`src/core/smc_pkg.sv`:
```
// constants, register map and state codes of the standby mode controller
package smc_pkg;

   // ==========================================================
   // bus geometry and register offsets
   localparam int ADDR_W = 3;
   localparam int DATA_W = 8;
   localparam int SRC_W  = 8;

   localparam logic [ADDR_W-1:0] ADDR_MODE   = 3'h0;
   localparam logic [ADDR_W-1:0] ADDR_DOZE   = 3'h1;
   localparam logic [ADDR_W-1:0] ADDR_IRQCFG = 3'h2;
   localparam logic [ADDR_W-1:0] ADDR_SRCEN  = 3'h3;
   localparam logic [ADDR_W-1:0] ADDR_STATUS = 3'h4;

   // ==========================================================
   // field positions
   localparam int BIT_RELEASE_LEVEL_SELECT     = 0;
   localparam int BIT_WUT_LO   = 1;
   localparam int BIT_WUT_HI   = 3;
   localparam int BIT_DUAL     = 4;
   localparam int BIT_SLOW     = 5;
   localparam int BIT_HALT_CMD = 7;
   localparam int BIT_CPU_HALT = 0;
   localparam int BIT_PCLK_HLT = 1;
   localparam int BIT_MIE      = 0;
   localparam int BIT_TBIE     = 1;
   localparam int BIT_TBEN     = 2;

   // ==========================================================
   // reset values
   localparam logic [2:0]       WUT_RST   = 3'h0;
   localparam logic [SRC_W-1:0] SRCEN_RST = 8'h00;
   localparam logic [DATA_W-1:0] RD_ZERO  = 8'h00;

   // ==========================================================
   // warm-up times, ns, settings 000,010,100,110,*01,*11
   localparam int unsigned CLK_PERIOD_NS = 10;
   localparam int unsigned WARM_FAST_NS [0:5] =
      '{12288000, 4096000, 3072000, 1024000, 192000, 64000};
   localparam int unsigned WARM_SLOW_NS [0:5] =
      '{750000000, 250000000, 5850000, 1950000, 5900000, 2000000};

   // least time: round up, never below one cycle
   function automatic int unsigned ns2cyc(input int unsigned t);
      int unsigned c;
      c = (t + CLK_PERIOD_NS - 1) / CLK_PERIOD_NS;
      return (c == 0) ? 1 : c;
   endfunction

   // ==========================================================
   // controller states
   typedef enum logic [4:0] {
      ST_RUN   = 5'h01,
      ST_HALT  = 5'h02,
      ST_WARM  = 5'h04,
      ST_CDOZE = 5'h08,
      ST_GDOZE = 5'h10
   } smc_state_e;

endpackage

```
`src/core/smc_top.sv`:
```
// standby mode controller: deep halt, cpu doze and gated doze
//
// The register addresses and strobed register access were left to the implementer.
`timescale 1ns/1ps
module smc_top
   import smc_pkg::*;
#(
   parameter int unsigned WARM_FAST_CYC [0:5] = '{
      ns2cyc(WARM_FAST_NS[0]), ns2cyc(WARM_FAST_NS[1]),
      ns2cyc(WARM_FAST_NS[2]), ns2cyc(WARM_FAST_NS[3]),
      ns2cyc(WARM_FAST_NS[4]), ns2cyc(WARM_FAST_NS[5])},
   parameter int unsigned WARM_SLOW_CYC [0:5] = '{
      ns2cyc(WARM_SLOW_NS[0]), ns2cyc(WARM_SLOW_NS[1]),
      ns2cyc(WARM_SLOW_NS[2]), ns2cyc(WARM_SLOW_NS[3]),
      ns2cyc(WARM_SLOW_NS[4]), ns2cyc(WARM_SLOW_NS[5])}
)(
   input  wire logic              sys_clk,
   input  wire logic              rst_n,
   input  wire logic [ADDR_W-1:0] addr,
   input  wire logic [DATA_W-1:0] wr_data,
   input  wire logic              wr_en,
   input  wire logic              rd_en,
   output logic      [DATA_W-1:0] rd_data,
   input  wire logic              wake_pin,
   input  wire logic [SRC_W-1:0]  irq_latch,
   input  wire logic              tbt_src_clk,
   input  wire logic              wdt_irq,
   output logic                   cpu_run,
   output logic                   wdt_run,
   output logic                   periph_clk_en,
   output logic                   tbt_clk_en,
   output logic                   hf_osc_en,
   output logic                   lf_osc_en,
   output logic                   tg_clear,
   output logic                   retain,
   output logic                   resume,
   output logic                   irq_service,
   output logic                   tbt_latch_set
);

   // ==========================================================
   // helpers
   function automatic logic hit(input logic [ADDR_W-1:0] a,
                                input logic [ADDR_W-1:0] off);
      return a == off;
   endfunction

   // codes 000,010,100,110 map to 0..3, *01 to 4, *11 to 5
   function automatic logic [2:0] warm_idx(input logic [2:0] s);
      logic [2:0] i;
      i = {1'b0, s[2:1]};
      if (s[0]) begin
         i = s[1] ? 3'h5 : 3'h4;
      end
      return i;
   endfunction

   // ==========================================================
   // declarations
   smc_state_e        state_r;
   smc_state_e        state_nxt;
   logic              release_level_select_r;
   logic [2:0]        wut_r;
   logic              dual_r;
   logic              slow_r;
   logic              cpu_halt_r;
   logic              pclk_halt_r;
   logic              mie_r;
   logic              tbie_r;
   logic              tben_r;
   logic [SRC_W-1:0]  src_en_r;
   logic [31:0]       warm_cnt_r;
   logic [31:0]       warm_cnt_nxt;
   logic              wake_s1_r;
   logic              wake_s2_r;
   logic              wake_d_r;
   logic              tb_d_r;
   logic [DATA_W-1:0] rd_data_r;
   logic              cpu_run_r;
   logic              wdt_run_r;
   logic              periph_clk_en_r;
   logic              tbt_clk_en_r;
   logic              hf_osc_en_r;
   logic              lf_osc_en_r;
   logic              tg_clear_r;
   logic              retain_r;
   logic              resume_r;
   logic              irq_service_r;
   logic              tbt_latch_set_r;

   // ==========================================================
   // bus decode
   wire wr_mode   = wr_en & hit(addr, ADDR_MODE);
   wire wr_doze   = wr_en & hit(addr, ADDR_DOZE);
   wire wr_irqcfg = wr_en & hit(addr, ADDR_IRQCFG);
   wire wr_srcen  = wr_en & hit(addr, ADDR_SRCEN);

   wire st_run   = (state_r == ST_RUN);
   wire st_halt  = (state_r == ST_HALT);
   wire st_warm  = (state_r == ST_WARM);
   wire st_cdoze = (state_r == ST_CDOZE);
   wire st_gdoze = (state_r == ST_GDOZE);

   // ==========================================================
   // commands, only honoured while the cpu runs
   wire halt_cmd  = wr_mode & wr_data[BIT_HALT_CMD] & st_run;
   wire cdoze_cmd = wr_doze & wr_data[BIT_CPU_HALT] & st_run;
   // both bits at once is illegal; cpu doze wins
   wire gdoze_cmd = wr_doze & wr_data[BIT_PCLK_HLT]
                    & ~wr_data[BIT_CPU_HALT] & st_run;
   wire wdt_block = wdt_irq & (cdoze_cmd | gdoze_cmd);
   wire cdoze_go  = cdoze_cmd & ~wdt_block;
   wire gdoze_go  = gdoze_cmd & ~wdt_block;

   // ==========================================================
   // wake pin
   // edge seen only after synchroniser
   wire wake_rise = wake_s2_r & ~wake_d_r;
   // level mode with pin already high skips the halt
   wire halt_skip = halt_cmd & wr_data[BIT_RELEASE_LEVEL_SELECT] & wake_s2_r;
   // edge mode halts regardless of pin
   wire halt_go   = halt_cmd & ~halt_skip;
   // edge mode needs a rising edge
   // key wake inputs have no path here
   wire wake_ok   = st_halt & (release_level_select_r ? wake_s2_r : wake_rise);

   // ==========================================================
   // doze release
   wire src_hit  = |(irq_latch & src_en_r);
   wire tb_fall  = tb_d_r & ~tbt_src_clk;
   wire tb_and3  = mie_r & tbie_r & tben_r;
   // any enabled source ends cpu doze
   wire cdoze_rel = st_cdoze & src_hit;
   // first fall may come early in the period
   wire gdoze_rel = st_gdoze & tb_fall;

   // ==========================================================
   // warm-up length
   // same-cycle mode write counts, else a level-mode skip warms with stale settings
   wire [2:0]  wut_sel  = wr_mode ? wr_data[BIT_WUT_HI:BIT_WUT_LO] : wut_r;
   wire        dual_sel = wr_mode ? wr_data[BIT_DUAL] : dual_r;
   wire        slow_sel = wr_mode ? wr_data[BIT_SLOW] : slow_r;
   // slow return only in dual-clock operation
   wire        ret_slow = dual_sel & slow_sel;
   wire [2:0]  widx     = warm_idx(wut_sel);
   // six settings from the select field
   wire [31:0] warm_tgt = ret_slow ? WARM_SLOW_CYC[widx]
                                   : WARM_FAST_CYC[widx];
   wire        warm_done = st_warm & (warm_cnt_r == 32'h0);
   wire        warm_load = halt_skip | wake_ok;

   // ==========================================================
   // state machine
   always_comb begin
      state_nxt = state_r;
      case (state_r)
         ST_RUN: begin
            if (halt_go) begin
               state_nxt = ST_HALT;
            end else if (halt_skip) begin
               state_nxt = ST_WARM;
            end else if (cdoze_go) begin
               state_nxt = ST_CDOZE;
            end else if (gdoze_go) begin
               state_nxt = ST_GDOZE;
            end
         end
         ST_HALT: begin
            if (wake_ok) begin
               state_nxt = ST_WARM;
            end
         end
         ST_WARM: begin
            if (warm_done) begin
               state_nxt = ST_RUN;
            end
         end
         ST_CDOZE: begin
            if (cdoze_rel) begin
               state_nxt = ST_RUN;
            end
         end
         ST_GDOZE: begin
            if (gdoze_rel) begin
               state_nxt = ST_RUN;
            end
         end
         default: begin
            state_nxt = ST_RUN;
         end
      endcase
   end

   assign warm_cnt_nxt = warm_load ? 32'(warm_tgt - 32'h1)
                       : (st_warm & ~warm_done) ? 32'(warm_cnt_r - 32'h1)
                       : warm_cnt_r;

   // reset pin ends any halt at the next sys_clk rising edge
   always_ff @(posedge sys_clk) begin
      if (!rst_n) begin
         state_r    <= ST_RUN;
         warm_cnt_r <= 32'h0;
      end else begin
         state_r    <= state_nxt;
         warm_cnt_r <= warm_cnt_nxt;
      end
   end

   // ==========================================================
   // input sampling
   always_ff @(posedge sys_clk) begin
      if (!rst_n) begin
         wake_s1_r <= 1'b0;
         wake_s2_r <= 1'b0;
         wake_d_r  <= 1'b0;
         tb_d_r    <= 1'b0;
      end else begin
         wake_s1_r <= wake_pin;
         wake_s2_r <= wake_s1_r;
         wake_d_r  <= wake_s2_r;
         tb_d_r    <= tbt_src_clk;
      end
   end

   // ==========================================================
   // configuration registers
   always_ff @(posedge sys_clk) begin
      if (!rst_n) begin
         release_level_select_r <= 1'b0;
         wut_r  <= WUT_RST;
         dual_r <= 1'b0;
         slow_r <= 1'b0;
      end else if (wr_mode) begin
         release_level_select_r <= wr_data[BIT_RELEASE_LEVEL_SELECT];
         wut_r  <= wr_data[BIT_WUT_HI:BIT_WUT_LO];
         dual_r <= wr_data[BIT_DUAL];
         slow_r <= wr_data[BIT_SLOW];
      end
   end

   always_ff @(posedge sys_clk) begin
      if (!rst_n) begin
         mie_r  <= 1'b0;
         tbie_r <= 1'b0;
         tben_r <= 1'b0;
      end else if (wr_irqcfg) begin
         mie_r  <= wr_data[BIT_MIE];
         tbie_r <= wr_data[BIT_TBIE];
         tben_r <= wr_data[BIT_TBEN];
      end
   end

   always_ff @(posedge sys_clk) begin
      if (!rst_n) begin
         src_en_r <= SRCEN_RST;
      end else if (wr_srcen) begin
         src_en_r <= wr_data[SRC_W-1:0];
      end
   end

   // ==========================================================
   // request fields: set on entry, cleared by release
   // auto-clear on release
   always_ff @(posedge sys_clk) begin
      if (!rst_n) begin
         cpu_halt_r  <= 1'b0;
         pclk_halt_r <= 1'b0;
      end else begin
         cpu_halt_r  <= cdoze_go | (cpu_halt_r & ~cdoze_rel);
         pclk_halt_r <= gdoze_go | (pclk_halt_r & ~gdoze_rel);
      end
   end

   // ==========================================================
   // output flops, driven from the next state
   wire nx_run   = (state_nxt == ST_RUN);
   wire nx_halt  = (state_nxt == ST_HALT);
   wire nx_warm  = (state_nxt == ST_WARM);
   wire nx_cdoze = (state_nxt == ST_CDOZE);
   wire nx_gdoze = (state_nxt == ST_GDOZE);
   // oscillators stay on through doze; only deep halt stops them
   wire osc_on   = ~nx_halt;
   wire retain_nxt = ~nx_run;
   // master on gets the wake serviced
   // and-term one services the time base
   wire svc_nxt = wdt_block | (cdoze_rel & mie_r) | (gdoze_rel & tb_and3);
   // latch set at entry only when the time-base enable is on
   wire tbls_nxt = gdoze_go & tben_r;

   always_ff @(posedge sys_clk) begin
      if (!rst_n) begin
         cpu_run_r       <= 1'b1;
         wdt_run_r       <= 1'b1;
         periph_clk_en_r <= 1'b1;
         tbt_clk_en_r    <= 1'b1;
      end else begin
         // cpu doze stops cpu and watchdog
         cpu_run_r       <= nx_run;
         wdt_run_r       <= nx_run;
         // gated doze keeps only the time base
         periph_clk_en_r <= nx_run | nx_cdoze;
         tbt_clk_en_r    <= nx_run | nx_cdoze | nx_gdoze;
      end
   end

   always_ff @(posedge sys_clk) begin
      if (!rst_n) begin
         hf_osc_en_r <= 1'b1;
         lf_osc_en_r <= 1'b0;
      end else begin
         hf_osc_en_r <= osc_on & ~ret_slow;
         lf_osc_en_r <= osc_on & dual_sel;
      end
   end

   always_ff @(posedge sys_clk) begin
      if (!rst_n) begin
         tg_clear_r <= 1'b0;
         retain_r   <= 1'b0;
      end else begin
         tg_clear_r <= nx_halt | nx_warm;
         retain_r   <= retain_nxt;
      end
   end

   always_ff @(posedge sys_clk) begin
      if (!rst_n) begin
         resume_r        <= 1'b0;
         irq_service_r   <= 1'b0;
         tbt_latch_set_r <= 1'b0;
      end else begin
         resume_r        <= nx_run & ~st_run;
         irq_service_r   <= svc_nxt;
         tbt_latch_set_r <= tbls_nxt;
      end
   end

   // ==========================================================
   // read path; unmapped and reserved bits read zero
   wire [DATA_W-1:0] rd_mode = {1'b0, 1'b0, slow_r, dual_r, wut_r, release_level_select_r};
   wire [DATA_W-1:0] rd_doze = {6'h00, pclk_halt_r, cpu_halt_r};
   wire [DATA_W-1:0] rd_icfg = {5'h00, tben_r, tbie_r, mie_r};
   wire [DATA_W-1:0] rd_stat = {1'b0, lf_osc_en_r, hf_osc_en_r, state_r};
   wire [DATA_W-1:0] rd_mux  =
        hit(addr, ADDR_MODE)   ? rd_mode :
        hit(addr, ADDR_DOZE)   ? rd_doze :
        hit(addr, ADDR_IRQCFG) ? rd_icfg :
        hit(addr, ADDR_SRCEN)  ? src_en_r :
        hit(addr, ADDR_STATUS) ? rd_stat : RD_ZERO;

   // data stand one cycle only, zero otherwise
   always_ff @(posedge sys_clk) begin
      if (!rst_n) begin
         rd_data_r <= RD_ZERO;
      end else begin
         rd_data_r <= rd_en ? rd_mux : RD_ZERO;
      end
   end

   // ==========================================================
   // ports
   assign rd_data       = rd_data_r;
   assign cpu_run       = cpu_run_r;
   assign wdt_run       = wdt_run_r;
   assign periph_clk_en = periph_clk_en_r;
   assign tbt_clk_en    = tbt_clk_en_r;
   assign hf_osc_en     = hf_osc_en_r;
   assign lf_osc_en     = lf_osc_en_r;
   assign tg_clear      = tg_clear_r;
   assign retain        = retain_r;
   assign resume        = resume_r;
   assign irq_service   = irq_service_r;
   assign tbt_latch_set = tbt_latch_set_r;

endmodule // smc_top

```
`config.mk`:
```
export PLATFORM = sky130hd
export DESIGN_NAME = smc_top
export DESIGN_NICKNAME = d
export VERILOG_FILES = /design/src/core/smc_pkg.sv /design/src/core/smc_top.sv
export SDC_FILE = /design/constraint.sdc
export NUM_CORES = 1
export LEC_CHECK = 0
export ABC_AREA = 1
export BUFFER_PORTS_ARGS = -buffer_cell sky130_fd_sc_hd__buf_2
export CAP_MARGIN = 20
export CELL_PAD_IN_SITES_DETAIL_PLACEMENT = 0
export CELL_PAD_IN_SITES_GLOBAL_PLACEMENT = 2
export CORE_ASPECT_RATIO = 1.2
export CORE_UTILIZATION = 33
export CTS_CLUSTER_DIAMETER = 100
export DETAILED_ROUTE_END_ITERATION = 7
export PLACE_DENSITY_LB_ADDON = 0.1
export REMOVE_ABC_BUFFERS = 1
export SYNTH_ARGS = -nofsm -noshare
export SYNTH_HDL_FRONTEND = slang
export SYNTH_SLANG_ARGS = --single-unit
```
`constraint.sdc`:
```
create_clock -name sys_clk -period 2.7 [get_ports sys_clk]
set_input_delay 0 -clock sys_clk [delete_from_list [all_inputs] [get_ports sys_clk]]
set_output_delay 0 -clock sys_clk [all_outputs]
set_load 0.02 [all_outputs]
```
==> results.md <==
* Leak at 3.012 nW
* Max Slew Vio Count at 0
* CTS buffer count at 9
* Final Setup Violations at 0
* Fin crit share at 92.33%
* CTS H-Tree Depth at 3
* Row cnt at 49
* CP required at 2950 ps
* Gpl congestion at 0.8477
* Reg2Reg Setup Slack at 210 ps
* Yosys warnings at 0
* Die Y at 137.1 µm
* Initial core utilization at 33.70%
* Worst Slack Setup Final at 207.1 ps
* Port bufs at 44
* DP HPWL at 12,520 µm
* Mapped cell area at 5021 µm²
* Vias at 5,016
* Fraction of layout cells with a size suffix above 1 at 22.64%
* Avg Synthesized Cell Area at 6.704 µm²
* Synth-to-Final Area Change at 21.23%
* Placement Setup Slack at 87.02 ps
* Clock Sinks at 78
* Final Non-Filler Cells at 1,030
* Fin crit period at 2493 ps
* Dominant synthesized flop cell: dfxtp_1
* Slew headroom at 52.68%
* Ports at 45
* Root Driver: clkbuf_16
* Gate Count Post-Synth at 749
* Setup Total Neg Slack at 0 ps
* Drt drc at 0
* Final Hold Vio Count at 0
* Largest net degree at the start of global routing at 44
* Worst-path clk slew at 70 ps
* Placed cells at 1,000
* Top cells by area, synth: dfxtp_1 31%, nand2_1 12%, inv_1 7.6%
* Grt ovf at 0
* TritonCTS clock tree: done
* Hold WC Path Type: in -> reg
* FF+latch count, synth at 78
* Slew @ Worst Pin at 709.1 ps
* Dominant cell type by area after synthesis: dfxtp_1
* Crit path launch type: register
* EDFF count, synth at 0
* Ys async rst share at 0%
* Die area at 15,720 µm²
* Worst Clk Skew at 7.423 ps
* Worst EP arrival at 2740 ps
* Vias/cell at 4.870
* Critical Path Fanout Max at 16
* PD cells at 456.6 nW/µm²
* Antenna cells at 0
* CTS Buffer Depth at 2
* Core Area at 14,900 µm²
* GRT Util Overall at 21.81%
* Netlist cell types at 48
* RSZ-0062 raised after global routing: yes
* First-pass detailed-route iteration total at 4
* Maximum clock frequency at 0.4011 GHz
* Nets@finish at 854
* Max-Cap Viols at 0
* Synth top area share at 31.10%
* Crit Path Class: reg -> reg
* Antenna Nets Post-Route at 0
* Antenna violations before repair at 0
* First-pass GRT wire length at 25,380 µm
* Status: finished clean
* Die Width at 114.6 µm
* Wire per inst at 15.63 µm
* Worst-Skew Late Latency at 360 ps
* Maximum vdd drop at 0.2366 mV
* CP Capture Type: register
* Detailed router's first-iteration violation count at 196
* Vias in the first global route at 4,888
* Register area share after synthesis at 31.10%
* WL final at 16,100 µm
[worst max-delay path: stages, from the launching register on]
cell,delay (ps)
dfxtp_1,370
inv_1,110
nand4_1,170
nor2_2,80
inv_2,140
nand2_8,100
buf_12,160
or2_2,290
nand2_2,100
nand2_1,100
nor2_4,160
buf_4,130
nand2_1,50
nor2_1,90
buf_4,140
nand3b_1,80
nand2_1,60
a21oi_1,60
[power by group]
group,switching (mW),internal [mW],total (mW)
Sequential,0.0104,1.17,1.18
Clock,0.584,0.739,1.32
Combinational,0.177,0.0999,0.277
Total,0.771,2.01,2.78
[cell usage in the layout (no fill, tap or decap), types with 7 or more instances in the layout]
master         synthesis  layout
a21oi_1               28      28
buf_2                  7      44
buf_4                  4      29
clkbuf_16              0       9
dfxtp_1               78      78
dlygate4sd3_1          0      11
inv_1                102     101
inv_2                 10      11
nand2_1              156     155
nand2_2               23      24
nand2_4                9       8
nand3_1               50      50
nand4_1               23      23
nor2_1                84      81
nor2_2                16      15
nor2_4                12      16
nor3_1                 8       8
nor4_1                 9       9
o21ai_0               43      43
o21bai_1               7       7
[final timing paths]
| check | end | start | depth (start not counted) |
|---|---|---|---|
| min reg2reg | wake_s2_r | wake_s1_r | 2 |
| max | warm_cnt_r[25] | state_r[4] | 17 |
| max reg2reg | warm_cnt_r[25] | state_r[4] | 17 |
| min | rd_data[6] | rd_en | 3 |
[area by class of cell]
class	count	area [µm²]
Tap cell	204	255.2
Timing Repair Buffer	88	628.1
Fill cell	1609	8811
Inverter	114	429.2
Clock inverter	7	85.08
Multi-Input combinational cell	530	2903
Sequential cell	78	1562
Clock buffer	9	225.2
[synth_stat cells, types with 6 or more instances]
cell type,count
o21ai_0,43
nand2_2,23
nand3_1,50
o21ai_1,6
nand2_4,9
nand2_1,156
nor2_2,16
inv_1,102
ha_1,7
nor3_1,8
o21bai_1,7
nor2_1,84
a21oi_1,28
nor2_4,12
nand4_1,23
inv_2,10
nor4_1,9
buf_2,7
clkbuf_1,8
a31oi_1,6
dfxtp_1,78
buf_6,6
[layer usage]
| layer | GRT usage [%] | vias to the layer above | share of wire (%) |
|---|---|---|---|
| met5 | 0 | - | 0 |
| li1 | - | 2570 | - |
| met1 | 23.05 | 2319 | 40 |
| met2 | 40.27 | 94 | 53 |
| met3 | 2.834 | 33 | 2.6 |
| met4 | 14.57 | 0 | 4.6 |
[flip-flops by register name, summed over array words and instances (netlist names), 3 cells and up]
| name | count |
|---|---|
| state_r | 5 |
| wut_r | 3 |
| warm_cnt_r | 32 |
| src_en_r | 8 |
| rd_data | 8 |
[cell families (layout without fill, tap and decap cells)]
kind of cell    after synthesis  after routing  synth area share [%]
compound gates              115            115                 13.53
xor+xnor                      3              3                0.5234
flops                        78             78                 31.10
simple gates                405            405                 40.82
buf+inv                     141            218                 12.28
fa+ha+maj                     7              7                 1.744
[metrics by stage]
step                      utilization [%]  power, mW  cell area, µm²  hold slack (ps)
after CTS                           40.32      2.811            6007            43.10
after floorplan                         -      1.354            4833            76.23
after global placement              37.50      1.468            5587            184.4
after detailed placement            37.50      1.469            5587            189.5
final                               40.86      2.779            6087            36.71
after global routing                40.86      2.894            6087            64.60
[what timing repair did]
item                                    CTS  global route
endpoints found under the setup margin    0            21
hold buffers                             11             0
setup buffers                             0             3
resized for setup                         0            12
hold endpoints to repair                 14             0
Power figures use the tool's default switching activity.
